### config.mk
export PLATFORM = sky130hd
export DESIGN_NAME = hide_encoder
export DESIGN_NICKNAME = d
export VERILOG_FILES = /design/src/hide_pkg.sv /design/src/hide_pad_watch.sv /design/src/hide_word_pack.sv /design/src/hide_encoder.sv
export SDC_FILE = /design/constraint.sdc
export NUM_CORES = 1
export LEC_CHECK = 0
export BUFFER_PORTS_ARGS = -buffer_cell sky130_fd_sc_hd__buf_4
export CORE_MARGIN = 2
export CORE_UTILIZATION = 45
export DETAILED_ROUTE_END_ITERATION = 8
export PLACE_DENSITY = 0.87
export SYNTH_ARGS = -nofsm -noshare
export SYNTH_HDL_FRONTEND = slang
export SYNTH_SLANG_ARGS = --single-unit
export TNS_END_PERCENT = 1
### constraint.sdc
create_clock -name ref_clk -period 3.9 [get_ports ref_clk]
set_clock_uncertainty 0.2 [all_clocks]
set_input_delay 0.39 -clock ref_clk [delete_from_list [all_inputs] [get_ports ref_clk]]
set_output_delay 0.39 -clock ref_clk [all_outputs]
set_load 0.03 [all_outputs]
### src/hide_pkg.sv
// Purpose: constants for the interrupt descriptor encoder
// Assumes: one 10 MHz clock, asynchronous active-low reset
// Notes: descriptor layout, event and error codes
package hide_pkg;
   localparam int DIR_BIT      = 31;
   localparam int GROUP_LO_MSB = 30;
   localparam int GROUP_LO_LSB = 29;
   localparam int CHAN_MSB     = 28;
   localparam int CHAN_LSB     = 24;
   localparam int EVENT_MSB    = 23;
   localparam int EVENT_LSB    = 20;
   localparam int ERROR_MSB    = 19;
   localparam int ERROR_LSB    = 16;
   localparam int GROUP_HI_BIT = 14;
   localparam int LEN_MSB      = 13;
   localparam int LEN_W        = 14;

   localparam logic [7:0] PAD_IDLE  = 8'h7E;
   localparam logic [7:0] PAD_ABORT = 8'hFF;

   localparam logic [3:0] ERR_NONE = 4'h0;
   localparam logic [3:0] ERR_PARITY = 4'h4;

   typedef enum logic [3:0] {
      EV_NONE     = 4'h0,
      EV_SERVICE_ACK = 4'h1,
      EV_BUF_END     = 4'h2,
      EV_MSG_END     = 4'h3,
      EV_PAD_END     = 4'h4,
      EV_ABORT    = 4'h5,
      EV_IDLE     = 4'h6,
      EV_FRAME_BACK  = 4'h7,
      EV_INC      = 4'h8,
      EV_DEC      = 4'h9,
      EV_FILT     = 4'hA
   } hide_event_t;

   typedef enum logic [1:0] {
      WR_IDLE = 2'b00,
      WR_REQ  = 2'b01
   } hide_wr_state_t;

   localparam logic [31:0] WORD_ZERO = 32'h0000_0000;
endpackage

### src/hide_pad_watch.sv
// Purpose: watches received pad fill and frame state for change events
// Assumes: inputs come from logic on ref_clk
// Notes: first pad octet after reset only sets the reference
`timescale 1ns/1ps
module hide_pad_watch (
   input  wire logic       ref_clk,
   input  wire logic       reset_n,
   input  wire logic       pad_valid,
   input  wire logic [7:0] pad_octet,
   input  wire logic       out_of_frame,
   output logic            change_to_abort,
   output logic            change_to_idle,
   output logic            frame_recovery
);
   typedef struct packed {
      logic [7:0] last_pad;
      logic       have_pad;
      logic       oof_q;
      logic       abt;
      logic       idl;
      logic       rec;
   } hide_pw_t;

   hide_pw_t st;
   hide_pw_t next_st;

   always_comb begin
      next_st     = st;
      next_st.abt = 1'b0;
      next_st.idl = 1'b0;
      next_st.oof_q = out_of_frame;
      next_st.rec = st.oof_q & ~out_of_frame;
      if (pad_valid) begin
         next_st.have_pad = 1'b1;
         next_st.last_pad = pad_octet;
         if (st.have_pad && st.last_pad == hide_pkg::PAD_IDLE && pad_octet == hide_pkg::PAD_ABORT) begin
            next_st.abt = 1'b1;
         end
         if (st.have_pad && st.last_pad == hide_pkg::PAD_ABORT && pad_octet == hide_pkg::PAD_IDLE) begin
            next_st.idl = 1'b1;
         end
      end
   end

   always_ff @(posedge ref_clk or negedge reset_n) begin
      if (!reset_n) begin
         st <= '0;
      end else begin
         st <= next_st;
      end
   end

   assign change_to_abort = st.abt;
   assign change_to_idle  = st.idl;
   assign frame_recovery  = st.rec;
endmodule // hide_pad_watch

### src/hide_word_pack.sv
// Purpose: packs source, event, error and length into a descriptor word
// Assumes: pure combinational packing
// Notes: length field shares no bits with group msb
`timescale 1ns/1ps
module hide_word_pack (
   input  wire logic                    direction,
   input  wire logic [2:0]              group_number,
   input  wire logic [4:0]              channel_number,
   input  wire logic [3:0]              event_code,
   input  wire logic [3:0]              error_code,
   input  wire logic [hide_pkg::LEN_W-1:0] buffer_length_field,
   output logic [31:0]                  word
);
   always_comb begin
      word = hide_pkg::WORD_ZERO;
      word[hide_pkg::DIR_BIT] = direction;
      word[hide_pkg::GROUP_LO_MSB:hide_pkg::GROUP_LO_LSB] = group_number[1:0];
      word[hide_pkg::CHAN_MSB:hide_pkg::CHAN_LSB] = channel_number;
      word[hide_pkg::GROUP_HI_BIT] = group_number[2];
      word[hide_pkg::EVENT_MSB:hide_pkg::EVENT_LSB] = event_code;
      word[hide_pkg::ERROR_MSB:hide_pkg::ERROR_LSB] = error_code;
      word[hide_pkg::LEN_MSB:0] = buffer_length_field;
   end
endmodule // hide_word_pack

### src/hide_encoder.sv
// Purpose: chooses one event per cycle and posts a descriptor word
// Assumes: event strobes are one-cycle pulses on ref_clk
// Notes: a pending word is held until the bus master takes it
`timescale 1ns/1ps
module hide_encoder (
   input  wire logic                         ref_clk,
   input  wire logic                         reset_n,
   input  wire logic                         direction,
   input  wire logic [2:0]                   group_number,
   input  wire logic [4:0]                   channel_number,
   input  wire logic                         ss7_mode,
   input  wire logic                         sreq_done,
   input  wire logic                         sreq_error,
   input  wire logic                         buffer_done,
   input  wire logic                         end_of_buffer_irq_flag,
   input  wire logic [hide_pkg::LEN_W-1:0]   byte_count,
   input  wire logic                         last_octet_in_buffer,
   input  wire logic                         tx_last_bit_out,
   input  wire logic                         rx_frame_stored,
   input  wire logic                         pad_done,
   input  wire logic [7:0]                   pad_count,
   input  wire logic                         padfill_irq_enable,
   input  wire logic                         pad_valid,
   input  wire logic [7:0]                   pad_octet,
   input  wire logic                         out_of_frame,
   input  wire logic                         error_monitor_increment,
   input  wire logic                         error_monitor_decrement,
   input  wire logic                         message_repeat,
   input  wire logic [3:0]                   error_code,
   input  wire logic                         queue_ready,
   output logic                              queue_valid,
   output logic [31:0]                       queue_word,
   output logic                              store_discard,
   output logic                              busy
);
   typedef struct packed {
      hide_pkg::hide_wr_state_t  state;
      logic [31:0]               word;
      logic                      discard;
   } hide_enc_t;

   hide_enc_t st;
   hide_enc_t next_st;

   logic       chg_abort;
   logic       chg_idle;
   logic       frm_rec;
   logic [3:0] ev;
   logic [3:0] err;
   logic [hide_pkg::LEN_W-1:0] len;
   logic [31:0] packed_word;
   logic        msg_end_hit;

   hide_pad_watch u_pad (
      .ref_clk         (ref_clk),
      .reset_n         (reset_n),
      .pad_valid       (pad_valid),
      .pad_octet       (pad_octet),
      .out_of_frame    (out_of_frame),
      .change_to_abort (chg_abort),
      .change_to_idle  (chg_idle),
      .frame_recovery  (frm_rec)
   );

   // transmit ends when data leaves the port, receive once memory holds the frame
   assign msg_end_hit = buffer_done & last_octet_in_buffer &
                        (direction ? tx_last_bit_out : rx_frame_stored);

   // fixed priority keeps at most one event in the word
   always_comb begin
      ev  = hide_pkg::EV_NONE;
      err = error_code;
      len = '0;
      if (sreq_done && !sreq_error) begin
         ev = hide_pkg::EV_SERVICE_ACK;
      end else if (sreq_done && sreq_error) begin
         err = hide_pkg::ERR_PARITY;
      end else if (msg_end_hit) begin
         ev  = hide_pkg::EV_MSG_END;
         len = byte_count;
      end else if (buffer_done && end_of_buffer_irq_flag) begin
         ev  = hide_pkg::EV_BUF_END;
         len = byte_count;
      end else if (direction && pad_done && pad_count != 8'h00 && padfill_irq_enable) begin
         ev = hide_pkg::EV_PAD_END;
      end else if (!direction && chg_abort) begin
         ev = hide_pkg::EV_ABORT;
      end else if (!direction && chg_idle) begin
         ev = hide_pkg::EV_IDLE;
      end else if (frm_rec) begin
         ev = hide_pkg::EV_FRAME_BACK;
      end else if (ss7_mode && error_monitor_increment) begin
         ev = hide_pkg::EV_INC;
      end else if (ss7_mode && error_monitor_decrement) begin
         ev = hide_pkg::EV_DEC;
      end else if (ss7_mode && message_repeat) begin
         ev = hide_pkg::EV_FILT;
      end
   end

   hide_word_pack u_pack (
      .direction           (direction),
      .group_number        (group_number),
      .channel_number      (channel_number),
      .event_code          (ev),
      .error_code          (err),
      .buffer_length_field (len),
      .word                (packed_word)
   );

   // events arriving while a word waits are dropped; busy tells the source
   always_comb begin
      next_st         = st;
      // a repeat is dropped even if the queue is busy; the store must never see it
      next_st.discard = ss7_mode & message_repeat;
      case (st.state)
         hide_pkg::WR_IDLE: begin
            if (ev != hide_pkg::EV_NONE || err != hide_pkg::ERR_NONE) begin
               next_st.word  = packed_word;
               next_st.state = hide_pkg::WR_REQ;
            end
         end
         hide_pkg::WR_REQ: begin
            if (queue_ready) begin
               next_st.state = hide_pkg::WR_IDLE;
            end
         end
         default: next_st.state = hide_pkg::WR_IDLE;
      endcase
   end

   always_ff @(posedge ref_clk or negedge reset_n) begin
      if (!reset_n) begin
         st <= '0;
      end else begin
         st <= next_st;
      end
   end

   assign queue_valid   = (st.state == hide_pkg::WR_REQ);
   assign queue_word    = st.word;
   assign store_discard = st.discard;
   assign busy          = (st.state == hide_pkg::WR_REQ);
endmodule // hide_encoder

==> results of run 1 <==
-- power groups by stage --
| stage | sequential [mW] | clock, mW | combinational [mW] |
|---|---|---|---|
| 2_1_floorplan | 0.570 | 0 | 0.276 |
| 3_3_place_gp | 0.582 | 0 | 0.342 |
| 3_5_place_dp | 0.583 | 0 | 0.351 |
| 4_1_cts | 0.575 | 0.309 | 0.353 |
| 5_1_grt | 0.581 | 0.323 | 0.369 |
| 6_report | 0.574 | 0.297 | 0.349 |
-- cell type report --
cell class	instances	area (um^2)
clock buffers	6	82.58
multi-input cells	92	726.9
fillers	409	1921
flip-flops and latches	46	1151
repair buffers	96	723.2
inverters	2	7.507
well taps	54	67.56
clock inverters	2	12.51
-- cell families (layout without fill, tap and decap cells) --
kind of cell,Yosys count,after routing,share of synthesized area
other cells,1,1,0.001724
flops,46,46,0.5293
buf+inv,42,106,0.1387
mux,18,18,0.09494
compound gates,36,36,0.1300
simple gates,37,37,0.1053
-- what timing repair did --
action,4_1_cts,5_1_grt
endpoints found under the hold margin,46,0
hold buffers,1,0
setup buffers,0,0
-- registers in the layout (all words and copies together) (netlist names) --
| register | cells |
|---|---|
| u_pad.frame_recovery | 1 |
| u_pad.st | 10 |
| queue_word | 31 |
| u_pad.change_to_abort | 1 |
| st | 1 |
| u_pad.change_to_idle | 1 |
| store_discard | 1 |
-- worst max-delay path, stage by stage (launching register included) --
cell      delay, ns
dfrtp_1        0.37
and2b_4        0.17
nor4_1         0.26
nand4b_1       0.15
a211oi_2       0.31
a21o_1         0.67
buf_4          0.29
a22o_1         0.17
-- worst max path at each step --
stage                          start             end  slack [ns]
6_report       u_pad.change_to_abort   queue_word[4]        1.23
5_1_grt        u_pad.change_to_abort   queue_word[2]        1.01
4_1_cts        u_pad.change_to_abort   queue_word[4]        1.23
3_5_place_dp               direction   queue_word[4]        0.95
3_3_place_gp               direction  queue_word[25]        1.03
2_1_floorplan              direction  queue_word[14]        1.68
-- cells in the mapped netlist --
master and number:
dfrtp_1 46, buf_4 33, a22o_1 18, mux2_1 9, mux2_2 8, nor4_1 7, a21oi_1 4, clkbuf_1 4
nand2_1 4, nor2_1 4, and2_1 3, nand2b_1 3, nand4_1 3, a211oi_1 2, a21o_1 2, a31o_2 2
inv_1 2, nand3_1 2, nand4b_1 2, nor2b_1 2, o21ai_0 2, a2111oi_0 1, a211oi_2 1, a31oi_1 1
and2b_4 1, and4_1 1, buf_2 1, buf_6 1, buf_8 1, conb_1 1, mux2_4 1, nor3_1 1
nor4_2 1, nor4b_1 1, o211ai_1 1, o21ai_1 1, o31ai_1 1, or2_2 1, or4_1 1
-- metrics by stage --
stage	hold slack (ns)	area (um^2)	setup WS [ns]	std cells	total power [mW]
after global placement	0.2196	2666	1.033	289	0.9247
after detailed placement	0.2255	2666	0.9541	289	0.9344
after floorplan	-0.1056	2175	1.677	180	0.8459
final	0.02223	2771	1.232	298	1.219
after CTS	0.01537	2771	1.228	298	1.237
after global routing	0.008228	2771	1.008	298	1.274
-- per-layer routing --
metal,vias to the layer above,share of wire,track usage
li1,744,-,-
met1,781,0.40,0.1823
met2,68,0.50,0.2917
met3,8,0.082,0.04801
met4,0,0.016,0.05657
met5,-,0,0
==> qor.txt, run 1 <==
status = finished, final reports clean
top cell type's share of synthesized area = 0.5293
Post-DP HPWL = 3.365 mm
initial antenna violation count = 0
FMAX = 0.3748 GHz
leakage = 1.352 nW
clock root buffer = clkbuf_8
Hold WC Path Type = in -> reg
clk sink count = 46
max_slew headroom = 0.3844
Area growth syn-to-layout = 27.45%
Worst R2R Path Depth = 7
switching part of the total = 0.3159
IO Pins = 96
Worst Setup Start Kind = flop
GRT overflow = 0
WL final = 4.402 mm
share of layout cells above drive strength 1 = 0.4877
routed length per instance = 14.77 um
WP data required = 3.92 ns
fin util = 0.5907
CP Class = reg -> reg
Hold Fails Final Rpt = 0
post-synthesis cell count = 180
maxcap violations = 0
Die Height = 73.52 um
Max clock buf depth = 2
GRT Util Overall = 0.1627
core area = 4692 um^2
via count = 1601
Crit Reg-Reg Startpoint = u_pad.change_to_abort
CP Capture Type = flop
vias in the first global route = 1629
P_int = 0.8343 mW
post-route ant nets = 0
first-pass GRT wire length = 6.858 mm
commonest non-fill, non-tap cell in the layout = buf_4
DR DRC count = 0
Pwr Density = 440.0 nW/um^2
CTS buffer count = 5
Site Rows = 25
diodes inserted = 0
Synth area leaders = dfrtp_1, buf_4, a22o_1, mux2_1, mux2_2
RSZ-0062 raised after global routing = no
Worst R2R End = queue_word[4]
CTS tree = built
largest net degree at the start of global routing = 47
final setup TNS = 0 ns
Skew-Pair Late Insertion Delay = 0.29 ns
Resize count post-CTS = 0
Final Slew Violations = 0
depth of the CTS H-tree = 2
Flop pwr share = 0.471
Tightest Pin Transition = 0.9184 ns
Final #Nets = 304
Setup violations, final = 0
Syn Nets = 241
First DRT Iteration DRCs = 82
hold wc startpoint = out_of_frame
starting density of the core = 0.4635
Port Buf Inserts = 94
Final Cycle Share = 0.6841
Hold Path End = u_pad.st[3]
Chip Width = 73.52 um
Comb pwr share = 0.286
syn_area_per_cell = 12.08 um^2
crit path time final = 2.668 ns
commonest non-fill, non-tap cells in the layout = buf_4, dfrtp_1, a22o_1
count of cell types in the netlist = 39
Via density = 5.372
GPL Wtd Cong = 0.7458
Die Area = 5404 um^2
Post-Syn Area = 2175 um^2
reg2reg setup slack = 1.23 ns
drt pass-1 iters = 4
Peak supply drop = 0.0002782 V
sequential share of the synthesized area = 0.5293
synth warn = 0
net switching power = 0.3852 mW
CP max FO = 20
biggest area consumer among synthesized cells = dfrtp_1
clock share of power = 0.243
CP Data Arrival Time = 2.69 ns
Hold Crit Depth = 1
clock-pin slew on the worst setup and hold paths = 0.08 ns
Yosys reg bits = 46
Power figures use the tool's default switching activity.
==> run 2: changes to the inputs <==
==> constraint.sdc (replaced) <==
create_clock -name ref_clk -period 2.79 [get_ports ref_clk]
set_clock_uncertainty 0.2 [all_clocks]
set_input_delay 0.279 -clock ref_clk [delete_from_list [all_inputs] [get_ports ref_clk]]
set_output_delay 0.279 -clock ref_clk [all_outputs]
set_load 0.03 [all_outputs]
==> run 2 against run 1 <==
Against the previous run: setup slack worse by 0.76 ns; via count is 3.6% higher; global-route usage is 1.5 points higher; critical path type unchanged; largest cell class unchanged; highest routed layer unchanged.
==> qor.txt, run 2 (same netlist as run 1, synthesis figures left out) <==
CTS Hold Bufs = 12 (+11)
final setup TNS = 0 ns (unchanged)
number of flip-flops in the largest register = 31 (unchanged)
Cell Chain, Critical Path = and2b_4 > nor4_1 > nand4b_1 > a211oi_2 > a21o_1 > buf_4 > mux2_1
CP max stage cell = dfrtp_1
slowest stage delay, CP = 0.37 ns (-0.30 ns)
Worst Setup Start Kind = flop
starting density of the core = 0.4635 (unchanged)
hold wc startpoint = byte_count[3]
first-pass GRT wire length = 7.334 mm (+6.9%)
Post-CTS Setup Bufs = 0 (unchanged)
leakage = 1.423 nW (+5.3%)
initial antenna violation count = 0 (unchanged)
clock root buffer = clkbuf_8
GRT overflow = 0 (unchanged)
Crit Reg-Reg Startpoint = u_pad.change_to_abort
Die Area = 5404 um^2 (unchanged)
max_slew headroom = 0.3755 (-0.008853)
Skew-Pair Late Insertion Delay = 0.29 ns (about the same)
Final Slew Violations = 0 (unchanged)
register area = 1151 um^2 (unchanged)
Worst R2R End = queue_word[30]
Chip Width = 73.52 um (unchanged)
fillers = 369 (-9.8%)
reg2reg setup slack = 0.47 ns (-0.76 ns)
Max clock buf depth = 2 (unchanged)
routed length per instance = 14.82 um (+0.29%)
Die Height = 73.52 um (unchanged)
commonest non-fill, non-tap cell in the layout = buf_4
CTS tree = built
Hold Crit Depth = 2 (+1)
Peak supply drop = 0.0003625 V (+30%)
Post-DP HPWL = 3.412 mm (+1.4%)
WL final = 4.652 mm (+5.7%)
area of the multi-input gates = 726.9 um^2 (unchanged)
Via density = 5.280 (-1.7%)
maxcap violations = 0 (unchanged)
via count = 1658 (+3.6%)
drt pass-1 iters = 4 (unchanged)
Hold Slack = 0.01043 ns (-0.01179 ns)
CP Class = reg -> reg
Port Buf Inserts = 94 (unchanged)
post-route ant nets = 0 (unchanged)
vias in the first global route = 1629 (unchanged)
clock-pin slew on the worst setup and hold paths = 0.08 ns (about the same)
Pwr Density = 608.2 nW/um^2 (+38%)
Site Rows = 25 (unchanged)
status = finished, final reports clean
Hold WC Path Type = in -> reg
DR DRC count = 0 (unchanged)
fin util = 0.6269 (+0.03627)
GPL Wtd Cong = 0.8366 (+12%)
Hold Fails Final Rpt = 0 (unchanged)
clk sink count = 46 (unchanged)
Hold Path End = queue_word[3]
CTS buffer count = 5 (unchanged)
share of layout cells above drive strength 1 = 0.4615 (-0.02617)
CP Capture Type = flop
GRT Util Overall = 0.1775 (+0.01484)
depth of the CTS H-tree = 2 (unchanged)
core area = 4692 um^2 (unchanged)
Setup violations, final = 0 (unchanged)
Final Cycle Share = 0.8316 (+0.1475)
First DRT Iteration DRCs = 105 (+28%)
RSZ-0062 raised after global routing = no
commonest non-fill, non-tap cells in the layout = buf_4, dfrtp_1, a22o_1
CP max FO = 9 (-55%)
Area growth syn-to-layout = 35.27%
crit path time final = 2.320 ns (-0.3478 ns)
Final #Nets = 320 (+5.3%)
WP data required = 2.76 ns (-1.16 ns)
largest net degree at the start of global routing = 47 (unchanged)
Worst R2R Path Depth = 7 (unchanged)
diodes inserted = 0 (unchanged)
CP Data Arrival Time = 2.29 ns (-0.40 ns)
IO Pins = 96 (unchanged)
Resize count post-CTS = 0 (unchanged)
FMAX = 0.4310 GHz (+15%)
Tightest Pin Transition = 0.9316 ns (+0.01321 ns)
==> run 2: cell count changes in the layout (fill, tap and decap cells not counted) <==
cell,delta
buf_4,+2
dlygate4sd3_1,+14
clkbuf_1,+1
clkbuf_8,-1
bufinv_16,+1
clkinv_2,-1
==> run 2: worst max-delay path by stage <==
| stage | from | cells after the start | slack [ns] | to |
|---|---|---|---|---|
| detailed placement | direction | 8 | 0.30 | queue_word[30] |
| finish | u_pad.change_to_abort | 7 | 0.47 | queue_word[30] |
| global route | u_pad.change_to_abort | 7 | 0.31 | queue_word[28] |
| CTS | u_pad.change_to_abort | 7 | 0.49 | queue_word[30] |
| floorplan | direction | 7 | 0.68 | queue_word[14] |
| global placement | direction | 8 | 0.38 | queue_word[26] |
==> run 2: cell type report <==
class,instances,area share
clock buffer,6,0.02467
sequential,46,0.3913
multi-input combinational,92,0.2471
clock inverter,2,0.01276
timing repair buffer,112,0.2986
tap,54,0.02297
inverter,2,0.002552
==> run 2: per-stage QoR <==
step / instances / power [mW] / worst slack (ns) / area, um^2
after floorplan: 180 / 1.182 / 0.6784 / 2175
after global routing: 314 / 1.881 / 0.3091 / 2942
after detailed placement: 291 / 1.313 / 0.3047 / 2681
after global placement: 291 / 1.299 / 0.3819 / 2681
final: 314 / 1.789 / 0.4699 / 2942
after CTS: 311 / 1.810 / 0.4875 / 2912
==> run 2: worst max-delay path, delay by kind of cell, from the launching register on <==
| family | cells | cell delay, ns |
|---|---|---|
| AOI/OAI and AO/OA | 2 | 0.52 |
| muxes | 1 | 0.34 |
| DFF | 1 | 0.37 |
| buffers and inverters | 1 | 0.18 |
| and+or+nand+nor | 3 | 0.60 |
==> run 2: metal layers <==
metal	track usage	wire length [um]
met5	0	0
met1	0.2083	1847
met3	0.05350	339
met2	0.3105	2407
met4	0.05455	57
==> run 2: power by group <==
part           switching (mW)  internal [mW]
registers              0.0483          0.750
logic                   0.281          0.234
clock network           0.209          0.267
==> run 3: changes to the inputs <==
==> constraint.sdc (replaced) <==
create_clock -name ref_clk -period 2.4 [get_ports ref_clk]
set_clock_uncertainty 0.2 [all_clocks]
set_input_delay 0.24 -clock ref_clk [delete_from_list [all_inputs] [get_ports ref_clk]]
set_output_delay 0.24 -clock ref_clk [all_outputs]
set_load 0.03 [all_outputs]
==> run 3 against run 2 <==
Against the previous run: core utilization up 5.1 points; the run now ends with negative setup slack left; largest cell class unchanged; worst hold slack worse by 0.0035 ns; combinational power up 25%; total power up 14%; non-clock buffer count up 24; largest power group unchanged; die area unchanged; count of clock-buffer cells in the layout down 1.
==> qor.txt, run 3 (same netlist as run 1, synthesis figures left out) <==
routed length per instance = 14.60 um (-1.5%)
Die Area = 5404 um^2 (unchanged)
WL final = 4.934 mm (+6.1%)
CTS tree = built
Hold Slack = 0.006899 ns (-0.003534 ns)
fin util = 0.6784 (+0.05147)
leakage = 1.535 nW (+7.8%)
Final #Nets = 344 (+7.5%)
Area growth syn-to-layout = 46.37%
post-route ant nets = 0 (unchanged)
Final Cycle Share = 1.001
depth of the CTS H-tree = 2 (unchanged)
Hold WC Path Type = in -> reg
initial antenna violation count = 0 (unchanged)
clock-pin slew on the worst setup and hold paths = 0.09 ns (about the same)
max_slew headroom = 0.3798 (+0.004223)
CP Class = in -> reg
RSZ-0062 raised after global routing = yes
maxcap violations = 0 (unchanged)
via count = 1770 (+6.8%)
Peak supply drop = 0.0005527 V (+52%)
status = complete, but fails checks
commonest non-fill, non-tap cells in the layout = buf_4, dfrtp_1, dlygate4sd3_1
FMAX = 0.4161 GHz
Skew-Pair Late Insertion Delay = 0.29 ns (about the same)
CP Capture Type = flop
Die Height = 73.52 um (unchanged)
Setup violations, final = 1 (+1)
Hold Fails Final Rpt = 0 (unchanged)
CP Data Arrival Time = 2.39 ns (+0.10 ns)
Port Buf Inserts = 94 (unchanged)
Max clock buf depth = 2 (unchanged)
vias in the first global route = 1819 (+12%)
Final Slew Violations = 0 (unchanged)
Site Rows = 25 (unchanged)
DP Worst Slack = 0.1153 ns (-0.1894 ns)
IO Pins = 96 (unchanged)
drt pass-1 iters = 4 (unchanged)
diodes inserted = 0 (unchanged)
Post-DP HPWL = 3.355 mm (-1.7%)
core area = 4692 um^2 (unchanged)
clk sink count = 46 (unchanged)
failing checks = negative setup slack
share of layout cells above drive strength 1 = 0.4507 (-0.01083)
setup ws final = -0.003046 ns (-0.4730 ns)
Cells after DPL = 293 (+0.69%)
GPL Wtd Cong = 0.8065 (-3.6%)
Via density = 5.237 (-0.83%)
crit path time final = 2.403 ns
clock root buffer = clkbuf_8
Tightest Pin Transition = 0.9253 ns (-0.006300 ns)
Chip Width = 73.52 um (unchanged)
Worst Setup Start Kind = primary input
CP max FO = 9 (unchanged)
Final Non-Filler Cells = 338 (+7.6%)
starting density of the core = 0.4635 (unchanged)
GRT overflow = 0 (unchanged)
first-pass GRT wire length = 8.086 mm (+10%)
WP data required = 2.38 ns (-0.38 ns)
commonest non-fill, non-tap cell in the layout = buf_4
CTS buffer count = 5 (unchanged)
First DRT Iteration DRCs = 89 (-15%)
Pwr Density = 641.2 nW/um^2 (+5.4%)
largest net degree at the start of global routing = 47 (unchanged)
GRT Util Overall = 0.1944 (+0.01688)
number of flip-flops in the largest register = 31 (unchanged)
DR DRC count = 0 (unchanged)
[run 3: worst paths after layout]
| kind | from | end | slack, ns | depth (start not counted) |
|---|---|---|---|---|
| worst max-delay path | error_code[0] | queue_word[26] | -0.003 | 7 |
| worst min-delay path | pad_octet[1] | u_pad.st[6] | 0.007 | 3 |
| worst max register to register | u_pad.change_to_abort | queue_word[26] | 0.26 | 7 |
| worst min register to register | u_pad.st[12] | u_pad.change_to_abort | 0.27 | 1 |
| max in group asynchronous | reset_n | u_pad.st[7] | 1.31 | 2 |
| min in group asynchronous | reset_n | queue_word[5] | 0.29 | 2 |
[run 3: cell type report]
class | instances | area, um^2
Tap cell | 54 | 67.56
Timing Repair Buffer | 136 | 1124
Sequential cell | 46 | 1151
Inverter | 2 | 7.507
Fill cell | 337 | 1509
Clock buffer | 5 | 68.82
Clock inverter | 3 | 21.27
Multi-Input combinational cell | 92 | 743.2
[run 3: metal layers]
metal | global-route usage | routed length [um] | up-vias
met4 | 0.06263 | 72 | 0
met1 | 0.2309 | 1953 | 865
li1 | - | - | 827
met5 | 0 | 0 | -
met3 | 0.04252 | 300 | 9
met2 | 0.3472 | 2607 | 69
[run 3: what timing repair did]
| item | in CTS | in global routing |
|---|---|---|
| endpoints found under the setup margin | 0 | 9 |
| gates resized for setup | 0 | 4 |
| setup buffers | 0 | 1 |
| hold buffers | 36 | 0 |
| endpoints found under the hold margin | 82 | 0 |
[run 3: stage by stage]
| stage | instance area (um^2) | TNS (ns) | total power [mW] |
|---|---|---|---|
| 3_3_place_gp | 2709 | 0 | 1.521 |
| 3_5_place_dp | 2709 | 0 | 1.531 |
| 4_1_cts | 3159 | 0 | 2.045 |
| 2_1_floorplan | 2175 | 0 | 1.375 |
| 6_report | 3183 | -0.003046 | 2.041 |
| 5_1_grt | 3183 | -0.1235 | 2.139 |
[run 3: power by group]
group	total [mW]	switching (mW)	internal, mW
combinational	0.642	0.334	0.308
sequential	0.929	0.0575	0.872
clock	0.469	0.264	0.205
[run 3: critical path, cell delays in order]
cell           delay (ns)
dlygate4sd3_1        0.55
buf_4                0.15
or4_4                0.54
a211oi_2             0.23
a21o_1               0.21
buf_12               0.15
mux2_1               0.32
